### src/include/dswf_pkg.sv
/*
 * Shared definitions for the drive status word formatter: bit positions
 * of both fieldbus layouts and of the internal drive status word, profile
 * and location encodings, the input flag carrier and the tolerance figures.
 * Assumes it is compiled before every design file that names it.
 */
`default_nettype none

package dswf_pkg;

    // Word widths
    localparam int unsigned FB_W = 16;
    localparam int unsigned DRV_W = 32;
    localparam int unsigned APP_W = 4;
    localparam logic [15:0] FB_RESET = 16'h0000;
    localparam logic [31:0] DRV_RESET = 32'h0000_0000;

    // Converted layout (profile A) bit positions
    localparam int unsigned A_SWITCH_ON_READY = 0;
    localparam int unsigned A_OPERATE_READY = 1;
    localparam int unsigned A_OPERATION_RUN_ENABLE_ACTIVE = 2;
    localparam int unsigned A_FAULT = 3;
    localparam int unsigned A_SECOND_OFF_IDLE = 4;
    localparam int unsigned A_THIRD_OFF_IDLE = 5;
    localparam int unsigned A_SWITCH_ON_INHIBITED = 6;
    localparam int unsigned A_ALARM = 7;
    localparam int unsigned A_ON_TARGET = 8;
    localparam int unsigned A_REMOTE = 9;
    localparam int unsigned A_OVER_LIMIT = 10;
    localparam int unsigned A_APP_LSB = 11;
    localparam int unsigned A_RESERVED = 15;

    // Internal drive status word bit positions (profile B copies 0..15)
    localparam int unsigned B_START_READY = 0;
    localparam int unsigned B_RUN_ENABLE = 1;
    localparam int unsigned B_RESERVED = 2;
    localparam int unsigned B_MODULATING = 3;
    localparam int unsigned B_STANDSTILL = 4;
    localparam int unsigned B_SPEEDING_UP = 5;
    localparam int unsigned B_SLOWING_DOWN = 6;
    localparam int unsigned B_ON_TARGET = 7;
    localparam int unsigned B_LIMITED = 8;
    localparam int unsigned B_THRESHOLD = 9;
    localparam int unsigned B_BACK_REF = 10;
    localparam int unsigned B_BACK_RUN = 11;
    localparam int unsigned B_KEYPAD_OWNS = 12;
    localparam int unsigned B_BUS_OWNS = 13;
    localparam int unsigned B_SECOND_EXT = 14;
    localparam int unsigned B_FAULT = 15;
    localparam int unsigned D_ALARM = 16;
    localparam int unsigned D_APP_LSB = 22;
    localparam int unsigned D_CTRL_REQ = 26;

    // Setpoint tolerance: error at most 10 % of nominal speed
    localparam logic [31:0] ON_TARGET_PCT = 32'h0000_000a;
    localparam logic [31:0] PCT_SCALE = 32'h0000_0064;

    // Output layout selection
    typedef enum logic {
        DSWF_PROFILE_A,
        DSWF_PROFILE_B
    } dswf_profile_e;

    // Active control location
    typedef enum logic [1:0] {
        DSWF_LOC_LOCAL,
        DSWF_LOC_FIRST_EXT,
        DSWF_LOC_SECOND_EXT
    } dswf_location_e;

    // State flags from the drive logic, all on ref_clk
    typedef struct packed {
        logic switch_on_ready;
        logic operate_ready;
        logic first_off_active;
        logic operation_run_enable_active;
        logic fault_flag;
        logic second_off_active;
        logic third_off_active;
        logic switch_on_inhibited;
        logic alarm;
        logic start_ready;
        logic modulating;
        logic standstill;
        logic speeding_up;
        logic slowing_down;
        logic operation_limited;
        logic threshold_exceeded;
        logic backward_reference;
        logic backward_running;
        logic keypad_owns_control;
        logic bus_owns_control;
        logic control_request;
        logic [3:0] app_bits;
    } dswf_flags_s;

    // Speed figures for the tolerance and supervision checks
    typedef struct packed {
        logic signed [15:0] actual_speed;
        logic signed [15:0] reference_speed;
        logic [15:0] nominal_speed;
        logic [15:0] supervision_limit;
    } dswf_speed_s;

endpackage : dswf_pkg

`default_nettype wire

### src/rtl/dswf_top.sv
/*
 * Drive status word formatter: assembles the internal 32-bit drive status
 * word from state flags and presents a 16-bit fieldbus status word in the
 * converted layout (profile A) or the direct layout (profile B).
 * Assumes flags, speeds, location and profile select come from logic on
 * ref_clk, while the run enable arrives asynchronously on a pin.
 */
`timescale 1ns/1ns
`default_nettype none

// Summary of operation
// - Profile A converts, never forwards directly
// - A bits 0-2: ready, operate, operation_run_enable_active
// - A bits 3-7: fault, offs, inhibit, alarm
// - A bit 8: error within 10 percent
// - A bit 9: remote when external location
// - A bit 10: speed magnitude at or above limit
// - A bits 11-14 application, 15 reserved
// - Profile B copies internal bits 0-15
// - B bits 0-1: start ready, run enable
// - B bit 2 reserved, bit 3 modulating
// - B bit 4: standstill at zero speed
// - B bits 5-6: speeding up, slowing down
// - B bits 7-8: on target, limited
// - B bit 9: supervised value above limit
// - B bits 10-11: backward reference, running
// - B bits 12-13: keypad, bus own control
// - B bit 14: second external location
// - B bit 15: drive faulted
// - Only low sixteen bits reach fieldbus
module dswf_top (
    // Clock and reset
    input wire logic ref_clk,
    input wire logic rst,
    // Layout selection
    input wire dswf_pkg::dswf_profile_e profile_sel,
    // Drive state
    input wire dswf_pkg::dswf_flags_s flags,
    input wire dswf_pkg::dswf_speed_s speeds,
    input wire dswf_pkg::dswf_location_e location,
    // External run enable pin, asynchronous
    input wire logic run_enable_pin,
    // Fieldbus status word and full internal word
    output logic [15:0] fb_status_word_q,
    output logic [31:0] drive_status_q
);

    // Filtered run enable level
    logic run_enable_active;

    // Signed speed arithmetic, one bit wider to avoid overflow
    logic signed [16:0] speed_err;
    logic [16:0] err_mag;
    logic [16:0] act_mag;
    logic [31:0] err_scaled;
    logic [31:0] tol_scaled;

    // Derived conditions
    logic on_target;
    logic over_limit;
    logic remote;

    // Assembled words
    logic [31:0] drive_word;
    logic [15:0] profile_a_word;
    logic [15:0] profile_b_word;

    // Register next values
    logic [15:0] fb_status_word_d;
    logic [31:0] drive_status_d;

    // The pin crosses in through three synchroniser flops and a filter flop before use
    dswf_pin_sync dswf_pin_sync_inst (
        .ref_clk(ref_clk),
        .rst(rst),
        .pin_in(run_enable_pin),
        .level_q(run_enable_active)
    );

    // Speed error and magnitudes
    always_comb begin
        speed_err = 17'({speeds.actual_speed[15], speeds.actual_speed})
            - 17'({speeds.reference_speed[15], speeds.reference_speed});
        // Negate negative values; 17 bits hold the largest magnitude
        if (speed_err[16]) begin
            err_mag = 17'(-speed_err);
        end else begin
            err_mag = 17'(speed_err);
        end
        if (speeds.actual_speed[15]) begin
            act_mag = 17'(-{speeds.actual_speed[15], speeds.actual_speed});
        end else begin
            act_mag = {1'b0, speeds.actual_speed};
        end
    end

    // Tolerance window and supervision check
    always_comb begin
        // tolerance window
        // Compare err*100 against nom*10; no divider needed
        err_scaled = 32'(err_mag) * dswf_pkg::PCT_SCALE;
        tol_scaled = 32'(speeds.nominal_speed) * dswf_pkg::ON_TARGET_PCT;
        on_target = (err_scaled <= tol_scaled);
        // either rotation direction
        // Magnitude used, so reverse running trips the limit too
        over_limit = (act_mag >= {1'b0, speeds.supervision_limit});
        remote = (location == dswf_pkg::DSWF_LOC_FIRST_EXT)
            || (location == dswf_pkg::DSWF_LOC_SECOND_EXT);
    end

    // Internal 32-bit drive status word
    always_comb begin
        drive_word = dswf_pkg::DRV_RESET;
        drive_word[dswf_pkg::B_START_READY] = flags.start_ready;
        drive_word[dswf_pkg::B_RUN_ENABLE] = run_enable_active;
        drive_word[dswf_pkg::B_RESERVED] = 1'b0;
        drive_word[dswf_pkg::B_MODULATING] = flags.modulating;
        drive_word[dswf_pkg::B_STANDSTILL] = flags.standstill;
        drive_word[dswf_pkg::B_SPEEDING_UP] = flags.speeding_up;
        drive_word[dswf_pkg::B_SLOWING_DOWN] = flags.slowing_down;
        drive_word[dswf_pkg::B_ON_TARGET] = on_target;
        drive_word[dswf_pkg::B_LIMITED] = flags.operation_limited;
        drive_word[dswf_pkg::B_THRESHOLD] = flags.threshold_exceeded;
        drive_word[dswf_pkg::B_BACK_REF] = flags.backward_reference;
        drive_word[dswf_pkg::B_BACK_RUN] = flags.backward_running;
        drive_word[dswf_pkg::B_KEYPAD_OWNS] = flags.keypad_owns_control;
        drive_word[dswf_pkg::B_BUS_OWNS] = flags.bus_owns_control;
        drive_word[dswf_pkg::B_SECOND_EXT] = (location == dswf_pkg::DSWF_LOC_SECOND_EXT);
        drive_word[dswf_pkg::B_FAULT] = flags.fault_flag;
        // Upper half: alarm, application bits, control request
        drive_word[dswf_pkg::D_ALARM] = flags.alarm;
        drive_word[dswf_pkg::D_APP_LSB +: dswf_pkg::APP_W] = flags.app_bits;
        drive_word[dswf_pkg::D_CTRL_REQ] = flags.control_request;
    end

    // Direct layout: low half of the internal word
    always_comb begin
        profile_b_word = drive_word[15:0];
    end

    // Converted layout
    always_comb begin
        profile_a_word = dswf_pkg::FB_RESET;
        profile_a_word[dswf_pkg::A_SWITCH_ON_READY] = flags.switch_on_ready;
        profile_a_word[dswf_pkg::A_OPERATE_READY] = flags.operate_ready & ~flags.first_off_active;
        profile_a_word[dswf_pkg::A_OPERATION_RUN_ENABLE_ACTIVE] = flags.operation_run_enable_active;
        profile_a_word[dswf_pkg::A_FAULT] = flags.fault_flag;
        profile_a_word[dswf_pkg::A_SECOND_OFF_IDLE] = ~flags.second_off_active;
        profile_a_word[dswf_pkg::A_THIRD_OFF_IDLE] = ~flags.third_off_active;
        profile_a_word[dswf_pkg::A_SWITCH_ON_INHIBITED] = flags.switch_on_inhibited;
        profile_a_word[dswf_pkg::A_ALARM] = flags.alarm;
        profile_a_word[dswf_pkg::A_ON_TARGET] = on_target;
        profile_a_word[dswf_pkg::A_REMOTE] = remote;
        profile_a_word[dswf_pkg::A_OVER_LIMIT] = over_limit;
        profile_a_word[dswf_pkg::A_APP_LSB +: dswf_pkg::APP_W] = flags.app_bits;
        profile_a_word[dswf_pkg::A_RESERVED] = 1'b0;
    end

    // Output selection
    always_comb begin
        drive_status_d = drive_word;
        if (profile_sel == dswf_pkg::DSWF_PROFILE_B) begin
            fb_status_word_d = profile_b_word;
        end else begin
            fb_status_word_d = profile_a_word;
        end
    end

    // Output registers; one cycle from the ref_clk inputs to the word, the pin adds its synchroniser stages
    always_ff @(posedge ref_clk) begin
        if (rst) begin
            fb_status_word_q <= dswf_pkg::FB_RESET;
            drive_status_q <= dswf_pkg::DRV_RESET;
        end else begin
            fb_status_word_q <= fb_status_word_d;
            drive_status_q <= drive_status_d;
        end
    end

    // Checks on the registered words

    a_reset_clears_word: assert property (@(posedge ref_clk)
        rst |=> (fb_status_word_q == 16'h0000))
        else $error("status word not zero after reset");

    a_copy_low_half: assert property (@(posedge ref_clk) disable iff (rst)
        (profile_sel == dswf_pkg::DSWF_PROFILE_B) |=> (fb_status_word_q == drive_status_q[15:0]))
        else $error("profile B word differs from internal low half");

    a_reserved_a_zero: assert property (@(posedge ref_clk) disable iff (rst)
        (profile_sel == dswf_pkg::DSWF_PROFILE_A) |=> !fb_status_word_q[15])
        else $error("profile A reserved bit set");

    a_reserved_b_zero: assert property (@(posedge ref_clk) disable iff (rst)
        ##1 !drive_status_q[2])
        else $error("internal reserved bit set");

    a_first_off_ready: assert property (@(posedge ref_clk) disable iff (rst)
        (profile_sel == dswf_pkg::DSWF_PROFILE_A) && flags.first_off_active
        |=> !fb_status_word_q[1])
        else $error("operate ready shown during first off");

    a_fault_shown_a: assert property (@(posedge ref_clk) disable iff (rst)
        (profile_sel == dswf_pkg::DSWF_PROFILE_A) |=> (fb_status_word_q[3] == $past(flags.fault_flag)))
        else $error("profile A fault bit wrong");

    a_remote_location: assert property (@(posedge ref_clk) disable iff (rst)
        (profile_sel == dswf_pkg::DSWF_PROFILE_A) && (location == dswf_pkg::DSWF_LOC_LOCAL)
        |=> !fb_status_word_q[9])
        else $error("remote bit set under local control");

    a_reverse_limit: assert property (@(posedge ref_clk) disable iff (rst)
        (profile_sel == dswf_pkg::DSWF_PROFILE_A) && (speeds.actual_speed == -16'sd100)
        && (speeds.supervision_limit == 16'h0064) |=> fb_status_word_q[10])
        else $error("limit bit missed at reverse speed");

    a_on_target_equal: assert property (@(posedge ref_clk) disable iff (rst)
        (speeds.actual_speed == speeds.reference_speed) |=> drive_status_q[7])
        else $error("on target clear with zero error");

    a_run_enable_high: assert property (@(posedge ref_clk) disable iff (rst)
        run_enable_pin [*6] |=> drive_status_q[1])
        else $error("run enable not shown after stable high pin");

    a_run_enable_low: assert property (@(posedge ref_clk) disable iff (rst)
        (!run_enable_pin) [*6] |=> !drive_status_q[1])
        else $error("run enable shown after stable low pin");

    a_second_ext_bit: assert property (@(posedge ref_clk) disable iff (rst)
        (location == dswf_pkg::DSWF_LOC_FIRST_EXT) |=> !drive_status_q[14])
        else $error("second location bit set under first location");

endmodule : dswf_top

`default_nettype wire

### src/rtl/dswf_pin_sync.sv
/*
 * Three-stage synchroniser with agreement filter for one pin level.
 * Assumes the pin is asynchronous to ref_clk and changes slowly compared
 * with a few clock periods.
 */
`timescale 1ns/1ns
`default_nettype none

module dswf_pin_sync (
    // Clock and reset
    input wire logic ref_clk,
    input wire logic rst,
    // Pin side
    input wire logic pin_in,
    // Filtered level
    output logic level_q
);

    // Stage registers; stage one feeds only stage two
    logic s1_q, s2_q, s3_q;
    logic s1_d, s2_d, s3_d, level_d;

    // Next values: accept a change once stages two and three agree
    always_comb begin
        s1_d = pin_in;
        s2_d = s1_q;
        s3_d = s2_q;
        level_d = level_q;
        if (s2_q == s3_q) begin
            level_d = s3_q;
        end
    end

    // Registers
    always_ff @(posedge ref_clk) begin
        if (rst) begin
            s1_q <= 1'b0;
            s2_q <= 1'b0;
            s3_q <= 1'b0;
            level_q <= 1'b0;
        end else begin
            s1_q <= s1_d;
            s2_q <= s2_d;
            s3_q <= s3_d;
            level_q <= level_d;
        end
    end

endmodule : dswf_pin_sync

`default_nettype wire

### config.mk
export PLATFORM = sky130hd
export DESIGN_NAME = dswf_top
export DESIGN_NICKNAME = d
export VERILOG_FILES = /design/src/include/dswf_pkg.sv /design/src/rtl/dswf_top.sv /design/src/rtl/dswf_pin_sync.sv
export SDC_FILE = /design/constraint.sdc
export NUM_CORES = 1
export LEC_CHECK = 0
export ABC_AREA = 0
export BUFFER_PORTS_ARGS = -buffer_cell sky130_fd_sc_hd__buf_2
export CORE_UTILIZATION = 30
export CTS_CLUSTER_SIZE = 8
export DETAILED_ROUTE_END_ITERATION = 12
export PLACE_DENSITY = 0.59
export SKIP_LAST_GASP = 1
export SLEW_MARGIN = 20
export SYNTH_ARGS = -nofsm -noshare
export SYNTH_HDL_FRONTEND = slang
export SYNTH_SLANG_ARGS = --single-unit
### constraint.sdc
create_clock -name ref_clk -period 18.52 [get_ports ref_clk]
set_input_delay 0.926 -clock ref_clk [delete_from_list [all_inputs] [get_ports ref_clk]]
set_output_delay 0.926 -clock ref_clk [all_outputs]
set_load 0.01 [all_outputs]
-- Yosys cells after proc, flatten, opt, wreduce, memory -nomap -nowiden
Index checks and enable logic that the tools add are counted.
- register bits: 52
- bits in latches: 0
- RAM bits: 0
- memory bits (read-only): 0
- bits of input ports: 95
- output and inout port bits: 48
- word-level logic and storage cells: 30
- memories: 0
- add/subtract/negate cells: 3
- multipliers: 2
- div/mod/pow operators: 0
- magnitude comparators: 2
- equal/unequal tests: 3
- shift-type cells: 0
- multiplexer cells: 3
- bitwise gates (word level): 5
- reduce and logical (&&, ||, !) cells: 3
- operators by type and width (cell ; number):
    $mux 17 ; 2
    $neg 17->17 ; 2
    $le 24x20->1 ; 1
    $mul 17x5->22 const B ; 1
    $mul 16x3->19 const B ; 1
    $ge 17x16->1 ; 1
    $sub 16x16->17 ; 1
    $mux 15 ; 1
    $not 1->1 ; 4
    $reduce_or 2->1 ; 2
    $eq 2x1->1 const B ; 1
    $eq 2x2->1 const B ; 1
    $and 1x1->1 ; 1
    $eq 1x1->1 ; 1
    $logic_or 1x1->1 ; 1

-- Logic depth before layout (Yosys ltp)
Gate-level depths: netlist of run 1.
- depth in word-level cells: 6
- gate-level depth with buffers: 32
- gate-level depth less buffers: 32

-- Modules after synthesis
Synthesis of run 1 repeated with hierarchy kept, for this count alone.
- cell total of the unflattened synthesis: 764
- area, all modules: 6376.1 um^2
- modules (own cells, without submodules) (module ; instances ; cells an instance ; area each (um^2) ; sequential area each (um^2)):
    dswf_top ; 1 ; 754 ; 6263.5 ; 740.7
    dswf_pin_sync ; 1 ; 10 ; 112.6 ; 80.1

-- Worst setup path after synthesis of run 1
No wires, ideal clock.
- kind: in2reg
- start: input speeds[43] in the netlist's numbering
- end: register fb_status_word_q[8]
- library setup time: 75 ps
- arrival: 6970 ps
- data required time: 18445 ps
- path slack: 11475 ps
- stages: 31
- path buffers: 1
- cells stage by stage: inv_1 > ha_1 > a21oi_1 > o21a_1 > or3b_2 > o21ai_2 > o21bai_1 > buf_2 > nor2_1 > xor2_1 > ha_1 > ha_1 > inv_1 > fa_1 > inv_1 > ha_1 > nor2b_1 > o31a_1 > o41a_1 > a21oi_1 > o21bai_1 > a21oi_1 > xnor2_1 > ha_1 > a21o_1 > a21o_1 > a21oi_1 > o21ai_0 > a2111oi_0 > nand4_1 > o21ai_0
- word-level cells in the longest chain between the ends: 6
- RTL lines (element ; line ; source):
    start: declaration ; dswf_top.sv:39 ; input wire dswf_pkg::dswf_speed_s speeds,
    $sub 16x16->17 (*) ; dswf_top.sv:83 ; - 17'({speeds.reference_speed[15], speeds.reference_speed});
    $neg 17->17 ; dswf_top.sv:86 ; err_mag = 17'(-speed_err);
    $mux 17 (*) ; dswf_top.sv:85 ; if (speed_err[16]) begin
    $mul 17x5->22 (*) ; dswf_top.sv:101 ; err_scaled = 32'(err_mag) * dswf_pkg::PCT_SCALE;
    $le 24x20->1 (*) ; dswf_top.sv:103 ; on_target = (err_scaled <= tol_scaled);
    $mux 15 (*) ; dswf_top.sv:162 ; if (profile_sel == dswf_pkg::DSWF_PROFILE_B) begin
    end signal: assignment ; dswf_top.sv:172 ; fb_status_word_q <= dswf_pkg::FB_RESET;
    end signal: assignment ; dswf_top.sv:175 ; fb_status_word_q <= fb_status_word_d;
    end: declaration ; dswf_top.sv:44 ; output logic [15:0] fb_status_word_q,
Every way passes the cells marked *; elsewhere a longest branch is shown, timed or not.
A chain may end at the register's enable or synchronous reset.

-- Worst setup path in the final report of run 1
- start: input speeds[48] in the netlist's numbering
- end: register fb_status_word_q[8]
The elaborated chain is that of the path after synthesis.

==> results.json, run 1 <==
{
  "via_per_inst": 4.762,
  "final_antenna_net_count": 0,
  "finalCritPeriodShare_pct": 42.29,
  "place_inst": 1168,
  "slowest_delay_ns": 0.60,
  "globalplace.congestion": 0.8306,
  "ir_drop_v": 0.0001240,
  "initial_core_util_pct": 30.91,
  "startpoint": "speeds[48]",
  "area_growth_pct": 16.37,
  "grt_first_pass_wirelength_mm": 23.50,
  "coreArea_um2": 20430,
  "critPathArrivalTime_ns": 8.03,
  "synth_seq_cells": 41,
  "hold_depth": 1,
  "synthesis.area_um2": 6315,
  "seqCellArea_um2": 820.8,
  "avgSynthCellArea_um2": 8.106,
  "p_comb_share_pct": 86.9,
  "cts_resized": 0,
  "power.density_nw_per_um2": 184.9,
  "cts_root_buf": "clkbuf_16",
  "h-tree-depth": 2,
  "layout_min_cycle_time_ns": 7.832,
  "insertion_delay_ns": 0.27,
  "clock_sinks": 41,
  "final_cells": 1176,
  "numPortBuffers": 131,
  "post_drt_wl_per_cell_um": 11.77,
  "cts_tree": "built",
  "final_max_slew_viol_count": 0,
  "worst_slack_ns": 10.69,
  "tightest_slew_ns": 0.8352,
  "status": "completed",
  "synth_edf_count": 0,
  "r2r_cells": 2,
  "whs_ns": 0.4423,
  "fmax_ghz": 0.1277,
  "diodes": 0,
  "hold_buffers": 0,
  "gr-usage-all-layers_pct": 12.74,
  "top_layer": "met4",
  "grt_max_degree": 34,
  "die_h_um": 147.1,
  "start_kind": "input port",
  "crit_path_max_fanout": 11,
  "synth_cells": 779,
  "slowest_stage": "o21bai_1",
  "p_seq_share_pct": 7.1,
  "hold_start": "dswf_pin_sync_inst.s1_q",
  "synth_warnings": 0,
  "end_kind": "flop",
  "ys.flop_type": "dfxtp_1",
  "drt_iter0_markers": 168,
  "p_switching_uw": 670.9,
  "first_global_vias": 5221,
  "clkTransAtPathRegs_ns": 0.06,
  "worstHoldPathType": "reg2reg",
  "wl_met2_mm": 6.500,
  "synth_area_leaders": "ha_1 (27%), dfxtp_1 (13%), inv_1 (7.0%), xnor2_1 (5.8%), fa_1 (4.1%)",
  "fin_nets": 1149,
  "hold_viol": 0,
  "ff2ff_setup_slack_ns": 17.80,
  "dieWidth_um": 147.1,
  "leakagePower_uw": 0.003820,
  "fin_tns_setup_ns": 0,
  "clock_path_buffers": 2,
  "clkPwrFrac_pct": 6.0,
  "multi_input_area_um2": 4952,
  "relSlewSlack_pct": 43.53,
  "setup_violations": 0,
  "maxCapViolCount": 0,
  "synth_top_cell_by_area": "ha_1",
  "p_int_uw": 688.1,
  "cts_setup_buffers": 0,
  "io_pins": 143,
  "firstDrtPassIters": 4,
  "m1WireLength_mm": 6.768,
  "grt_setup_unrepaired": "false",
  "antenna_found_initial": 0,
  "synth_cell_type_count": 75,
  "vias": 5600,
  "path_common_cell": "ha_1",
  "met3_length_um": 478,
  "yosysSeqAreaShare_pct": 13.00,
  "die_area_um2": 21630,
  "fin_skew_ns": 0.0005292,
  "path_class": "in2reg",
  "drt_wl_total_mm": 13.84,
  "synthArstFlopShare_pct": 0,
  "nFillCells": 2193,
  "rows": 52,
  "layout-drive-gt1-share_pct": 18.98,
  "dpl.hpwl_mm": 12.16,
  "drcViolationCount": 0,
  "worstPathRequired_ns": 18.72,
  "place_ws_ns": 10.47,
  "reg2reg_from": "dswf_pin_sync_inst.level_q",
  "synth_top_area_share_pct": 26.95,
  "grt_overflow": 0,
  "cts_buffers": 5,
  "p_sw_share_pct": 49.37
}
## synthesized netlist by cell type (all sizes together), types with 3 or more instances
master  number
a211oi       5
a21o        13
a21oi       51
a31oi        8
and2         3
and3         5
buf         17
clkbuf       5
dfxtp       41
fa          13
ha         136
inv        117
mux2         7
mux2i        4
nand2       38
nand2b       9
nand3       10
nand4        6
nor2        44
nor2b       31
nor3        13
nor4         4
nor4b        4
o2111a       3
o211a        4
o21a        17
o21ai       41
o21bai       6
o31ai       10
or2          6
or3          7
xnor2       43
xor2        19
## final cells by class
| type | instances | area share, % |
|---|---|---|
| Sequential cell | 41 | 11.17 |
| Multi-Input combinational cell | 609 | 67.39 |
| Timing Repair Buffer | 131 | 8.922 |
| Clock buffer | 5 | 1.703 |
| Tap cell | 270 | 4.597 |
| Inverter | 117 | 5.976 |
| Clock inverter | 3 | 0.2384 |
## logic make-up (layout without fill, tap and decap cells)
kind of cell             count (synthesis)  count (layout)  share of synthesized area (%)
AND/OR/NAND/NOR                        191             191                          16.11
AO/OA/AOI/OAI                          185             185                          19.99
adder cells (fa/ha/maj)                149             149                          31.07
buffers and inverters                  139             256                          9.174
XOR/XNOR                                62              62                          8.718
flip-flops                              41              41                          13.00
multiplexers                            11              11                          1.882
other                                    1              11                        0.05938
## worst max-delay path: cells and delay by family
kind,cells,cell delay (ns)
simple gates,4,0.65
buf+inv,4,0.28
compound gates,13,3.41
xor+xnor,2,0.44
fa+ha+maj,7,2.31
## stage by stage
step / utilization (%) / total power, µW / cell area [µm²]
after global placement: 35.27 / 1273 / 7206
after floorplan: - / 1053 / 6352
after CTS: 35.97 / 1377 / 7348
after detailed placement: 35.27 / 1285 / 7206
final: 35.97 / 1359 / 7348
after global routing: 35.97 / 1545 / 7348
## layer usage
| layer | global-route usage (%) | vias to the layer above |
|---|---|---|
| li1 | - | 2945 |
| met1 | 17.05 | 2546 |
| met2 | 22.69 | 102 |
| met3 | 0.9006 | 7 |
| met4 | 1.804 | 0 |
| met5 | 0 | - |
## power groups by stage
| stage | Combinational, µW | Sequential (µW) | Clock, µW |
|---|---|---|---|
| finish | 1180 | 96.9 | 81.0 |
| global route | 1360 | 97.4 | 87.9 |
| CTS | 1200 | 97.2 | 83.6 |
| detailed placement | 1190 | 99.2 | 0 |
| global placement | 1170 | 99.1 | 0 |
| floorplan | 951 | 102 | 0 |
## state kept, by name, indices dropped and copies added, names as in the netlist
register,cells
drive_status_q,21
fb_status_word_q,16
dswf_pin_sync_inst.level_q,1
dswf_pin_sync_inst.s1_q,1
dswf_pin_sync_inst.s2_q,1
dswf_pin_sync_inst.s3_q,1
## final timing paths
check | endpoint
max | fb_status_word_q[8]
min | dswf_pin_sync_inst.s2_q
min reg2reg | dswf_pin_sync_inst.s2_q
max reg2reg | dswf_pin_sync_inst.level_q
## cell usage in the layout, fill, tap and decap left out, types with 4 or more instances in the layout
| master | netlist | final |
|---|---|---|
| a21o_1 | 12 | 12 |
| a21oi_1 | 50 | 50 |
| a31oi_1 | 8 | 8 |
| and3_1 | 5 | 5 |
| buf_2 | 1 | 131 |
| clkbuf_16 | 0 | 5 |
| conb_1 | 1 | 11 |
| dfxtp_1 | 41 | 41 |
| fa_1 | 13 | 13 |
| ha_1 | 136 | 136 |
| inv_1 | 117 | 117 |
| mux2_2 | 7 | 7 |
| mux2i_1 | 4 | 4 |
| nand2_1 | 38 | 38 |
| nand2b_1 | 9 | 9 |
| nand3_1 | 10 | 10 |
| nand4_1 | 6 | 6 |
| nor2_1 | 44 | 44 |
| nor2b_1 | 31 | 31 |
| nor3_1 | 13 | 13 |
| nor4_1 | 4 | 4 |
| o211a_1 | 4 | 4 |
| o21a_1 | 17 | 17 |
| o21ai_0 | 38 | 38 |
| o21bai_1 | 6 | 6 |
| o31ai_1 | 8 | 8 |
| or2_2 | 5 | 5 |
| or3_1 | 6 | 6 |
| xnor2_1 | 42 | 42 |
| xor2_1 | 19 | 19 |
(Power assumes the default switching activity.)
==> run 2, diff against run 1 <==
==> constraint.sdc (replaced) <==
create_clock -name ref_clk -period 7.45 [get_ports ref_clk]
set_input_delay 0.3725 -clock ref_clk [delete_from_list [all_inputs] [get_ports ref_clk]]
set_output_delay 0.3725 -clock ref_clk [all_outputs]
set_load 0.01 [all_outputs]
==> results.json, run 2 (synthesis gave the netlist of run 1 again) <==
{
  "status": "completed",
  "crit_family": "compound AO/OA/AOI/OAI gates",
  "layout_min_cycle_time_ns": 6.777,
  "largest_register": "drive_status_q",
  "final_max_slew_viol_count": 0,
  "vias": 5583,
  "hold_buffers": 0,
  "p_sw_share_pct": 49.37,
  "io_pins": 143,
  "setup_violations": 0,
  "mostFrequentLayoutCells": "ha_1 (136), buf_2 (131), inv_1 (117)",
  "antenna_found_initial": 0,
  "cts_resized": 0,
  "layout-drive-gt1-share_pct": 19.87,
  "post_drt_wl_per_cell_um": 11.66,
  "cts_root_buf": "clkbuf_16",
  "drcViolationCount": 0,
  "rows": 52,
  "clkPwrFrac_pct": 5.9,
  "crit_path_max_fanout": 6,
  "diodes": 0,
  "area_growth_pct": 17.22,
  "drt_iter0_markers": 136,
  "drt_wl_total_mm": 13.77,
  "largest_reg_flops": 21,
  "clock_path_buffers": 2,
  "insertion_delay_ns": 0.27,
  "path_class": "in2reg",
  "fin_tns_setup_ns": 0,
  "cts_setup_buffers": 0,
  "grt_overflow": 0,
  "die_area_um2": 21630,
  "grt_setup_unrepaired": "false",
  "dieWidth_um": 147.1,
  "ir_drop_v": 0.0003652,
  "power.density_nw_per_um2": 462.5,
  "dpl.hpwl_mm": 12.09,
  "slowest_delay_ns": 0.54,
  "fin_skew_ns": 0.0008246,
  "clock_sinks": 41,
  "tightest_slew_ns": 0.5650,
  "via_per_inst": 4.727,
  "fmax_ghz": 0.1476,
  "final_common_cell": "ha_1",
  "finalCritPeriodShare_pct": 90.97,
  "initial_core_util_pct": 30.91,
  "worstPathRequired_ns": 7.65,
  "p_comb_share_pct": 87.1,
  "end_kind": "flop",
  "cts_tree": "built",
  "crit_buf_inv": 3,
  "grt_first_pass_wirelength_mm": 23.87,
  "p_int_uw": 1733,
  "die_h_um": 147.1,
  "globalplace.congestion": 0.8292,
  "leakagePower_uw": 0.003849,
  "final_cells": 1181,
  "maxCapViolCount": 0,
  "cts_buffers": 5,
  "place_inst": 1173,
  "h-tree-depth": 2,
  "start_kind": "input port",
  "p_seq_share_pct": 7.0,
  "first_global_vias": 5351,
  "path_common_cell": "ha_1",
  "slowest_stage": "fa_1",
  "fin_nets": 1154,
  "grt_max_degree": 34,
  "final_antenna_net_count": 0,
  "coreArea_um2": 20430,
  "clkTransAtPathRegs_ns": 0.06,
  "gr-usage-all-layers_pct": 12.90,
  "relSlewSlack_pct": 61.98,
  "reg_top3": "drive_status_q x21, fb_status_word_q x16",
  "hold_viol": 0,
  "p_switching_uw": 1690,
  "firstDrtPassIters": 6,
  "critPathArrivalTime_ns": 6.98,
  "worstHoldPathType": "in2reg",
  "numPortBuffers": 131
}
[run 2: cell count changes in the layout (fill, tap and decap cells not counted)]
cell / delta
a2111oi_0: -1
a21oi_1: -1
o21bai_1: -1
buf_4: +5
o21bai_2: +1
nor2_2: +1
a2111oi_2: +1
nor2_1: -1
a21oi_2: +1
[run 2: path summary, 6_finish.rpt]
path                                   start  slack, ns  cells after the start                         end
setup reg to reg  dswf_pin_sync_inst.level_q       6.75                      2  dswf_pin_sync_inst.level_q
setup / recovery                  speeds[55]       0.67                     28         fb_status_word_q[8]
hold reg to reg      dswf_pin_sync_inst.s1_q       0.45                      1     dswf_pin_sync_inst.s2_q
hold / removal                      flags[4]       0.31                      2          drive_status_q[26]
[run 2: final cells by class]
type,count,area (µm²)
Clock buffer,5,125.1
Timing Repair Buffer,136,693.2
Clock inverter,3,17.52
Fill cell,2193,13030
Multi-Input combinational cell,609,4969
Tap cell,270,337.8
Sequential cell,41,820.8
Inverter,117,439.2
[run 2: worst register-to-register path, cell delays in order (launching register included)]
cell and delay [ns]:
dfxtp_1 0.33, o21ai_0 0.16, a21oi_1 0.08
[run 2: metal layers]
metal	global-route usage (%)	share of wire, %
met5	0	0
met4	2.010	0.47
met3	1.273	4.4
met2	22.92	46
met1	17.04	49
[run 2: power groups by stage]
| stage | combinational (µW) | sequential, µW | clock [µW] |
|---|---|---|---|
| CTS | 3000 | 241 | 208 |
| global route | 3440 | 242 | 219 |
| floorplan | 2360 | 254 | 0 |
| global placement | 2930 | 245 | 0 |
| detailed placement | 2970 | 246 | 0 |
| finish | 2980 | 240 | 202 |
[run 2: stage by stage]
| stage | power (µW) | cell area [µm²] | hold slack [ns] | setup WS [ns] | util [%] |
|---|---|---|---|---|---|
| after floorplan | 2618 | 6352 | 0.4138 | 0.9589 | - |
| after global placement | 3174 | 7243 | 0.4163 | 0.4386 | 35.45 |
| after CTS | 3449 | 7386 | 0.3003 | 0.5089 | 36.15 |
| final | 3423 | 7402 | 0.3053 | 0.6729 | 36.23 |
| after detailed placement | 3219 | 7243 | 0.4368 | 0.2422 | 35.45 |
| after global routing | 3898 | 7402 | 0.3112 | 0.05036 | 36.23 |
==> run 3, diff against run 2 <==
--- a/config.mk
+++ b/config.mk
@@ -8,6 +8,7 @@
 export ABC_AREA = 0
 export BUFFER_PORTS_ARGS = -buffer_cell sky130_fd_sc_hd__buf_2
 export CORE_UTILIZATION = 30
+export CTS_BUF_LIST = sky130_fd_sc_hd__clkbuf_8
 export CTS_CLUSTER_SIZE = 8
 export DETAILED_ROUTE_END_ITERATION = 12
 export PLACE_DENSITY = 0.59
==> results.json, run 3 (synthesis gave the netlist of run 1 again) <==
{
  "place_ws_ns": 0.2422,
  "drt_wl_total_mm": 13.77,
  "vias": 5572,
  "worst_slack_ns": 0.6668,
  "drt_iter0_markers": 148,
  "diodes": 0,
  "cts_buffers": 5,
  "mostFrequentLayoutCells": "ha_1 (136), buf_2 (131), inv_1 (117)",
  "cts_root_buf": "clkbuf_8",
  "reg_top3": "drive_status_q x21, fb_status_word_q x16",
  "grt_overflow": 0,
  "gr-usage-all-layers_pct": 12.85,
  "area_growth_pct": 16.29,
  "power.density_nw_per_um2": 457.2,
  "grt_first_pass_wirelength_mm": 23.85,
  "cts_tree": "built",
  "path_class": "in2reg",
  "slowest_stage": "fa_1",
  "ir_drop_v": 0.0003652,
  "relSlewSlack_pct": 61.98,
  "final_common_cell": "ha_1",
  "io_pins": 143,
  "largest_register": "drive_status_q",
  "layout-drive-gt1-share_pct": 19.76,
  "dpl.hpwl_mm": 12.09,
  "dpl-instance-area_um2": 7243,
  "post_drt_wl_per_cell_um": 11.66,
  "critPathArrivalTime_ns": 6.99,
  "layout_min_cycle_time_ns": 6.783,
  "grt_max_degree": 34,
  "fin_skew_ns": 0.002706,
  "numPortBuffers": 131,
  "first_global_vias": 5348,
  "clock_path_buffers": 2,
  "clock_sinks": 41,
  "die_h_um": 147.1,
  "slowest_delay_ns": 0.52,
  "leakagePower_uw": 0.003823,
  "path_common_cell": "ha_1",
  "worstHoldPathType": "in2reg",
  "fmax_ghz": 0.1474,
  "globalplace.congestion": 0.8292,
  "finalCritPeriodShare_pct": 91.05,
  "worstPathRequired_ns": 7.66,
  "hold_viol": 0,
  "tightest_slew_ns": 0.5650,
  "maxCapViolCount": 0,
  "firstDrtPassIters": 7,
  "insertion_delay_ns": 0.28,
  "antenna_found_initial": 0,
  "die_area_um2": 21630,
  "fin_nets": 1154,
  "fin_tns_setup_ns": 0,
  "via_per_inst": 4.718,
  "rows": 52,
  "setup_violations": 0,
  "coreArea_um2": 20430,
  "final_antenna_net_count": 0,
  "end_kind": "flop",
  "clkTransAtPathRegs_ns": 0.08,
  "h-tree-depth": 2,
  "largest_reg_flops": 21,
  "final_max_slew_viol_count": 0,
  "initial_core_util_pct": 30.91,
  "drcViolationCount": 0,
  "stdcell_area_um2": 7343,
  "dieWidth_um": 147.1,
  "status": "completed",
  "start_kind": "input port",
  "crit_path_max_fanout": 6
}
==> run 3: repair_timing <==
action                     in CTS  in global routing
setup buffers                   0                  0
resized for setup               0                  4
hold buffers                    0                  0
setup endpoints to repair       0                  2
==> run 3: worst paths after layout <==
kind	end	from	slack [ns]	depth (start not counted)
max reg2reg	dswf_pin_sync_inst.level_q	dswf_pin_sync_inst.level_q	6.75	2
max	fb_status_word_q[8]	speeds[55]	0.67	29
min reg2reg	dswf_pin_sync_inst.s2_q	dswf_pin_sync_inst.s1_q	0.45	1
min	drive_status_q[26]	flags[4]	0.30	2
==> run 3: through the flow <==
| stage | hold WS [ns] | cells | power [µW] | util, % |
|---|---|---|---|---|
| after floorplan | 0.4138 | 789 | 2618 | - |
| after global placement | 0.4163 | 1173 | 3174 | 35.45 |
| after detailed placement | 0.4368 | 1173 | 3219 | 35.45 |
| after CTS | 0.2858 | 1181 | 3384 | 35.88 |
| after global routing | 0.2958 | 1181 | 3832 | 35.94 |
| final | 0.2960 | 1181 | 3358 | 35.94 |
==> run 3: metal layers <==
metal | vias to the layer above | GRT usage, % | share of wire (%)
met4 | 0 | 1.701 | 0.59
met1 | 2514 | 17.06 | 49
met3 | 7 | 1.180 | 4.2
met2 | 109 | 22.92 | 46
met5 | - | 0 | 0
li1 | 2942 | - | -
==> run 3: area by class of cell <==
class	count	area (µm²)
Timing Repair Buffer	136	693.2
Inverter	117	439.2
Fill cell	2198	13090
Sequential cell	41	820.8
Clock buffer	5	68.82
Multi-Input combinational cell	609	4966
Tap cell	270	337.8
Clock inverter	3	17.52
==> run 3: power breakdown <==
group	internal (µW)	switching (µW)	leakage (µW)
sequential	236	3.84	0.000340
clock	64.6	72.6	0.0000439
combinational	1370	1610	0.00344
==> run 3: critical path: cells and delay by family <==
kind / cells / cell delay, ns
AOI/OAI and AO/OA: 13 / 2.86
adders and majority gates: 6 / 2.03
xor gates and xnor gates: 2 / 0.43
and+or+nand+nor: 5 / 1.07
buffers and inverters: 3 / 0.21
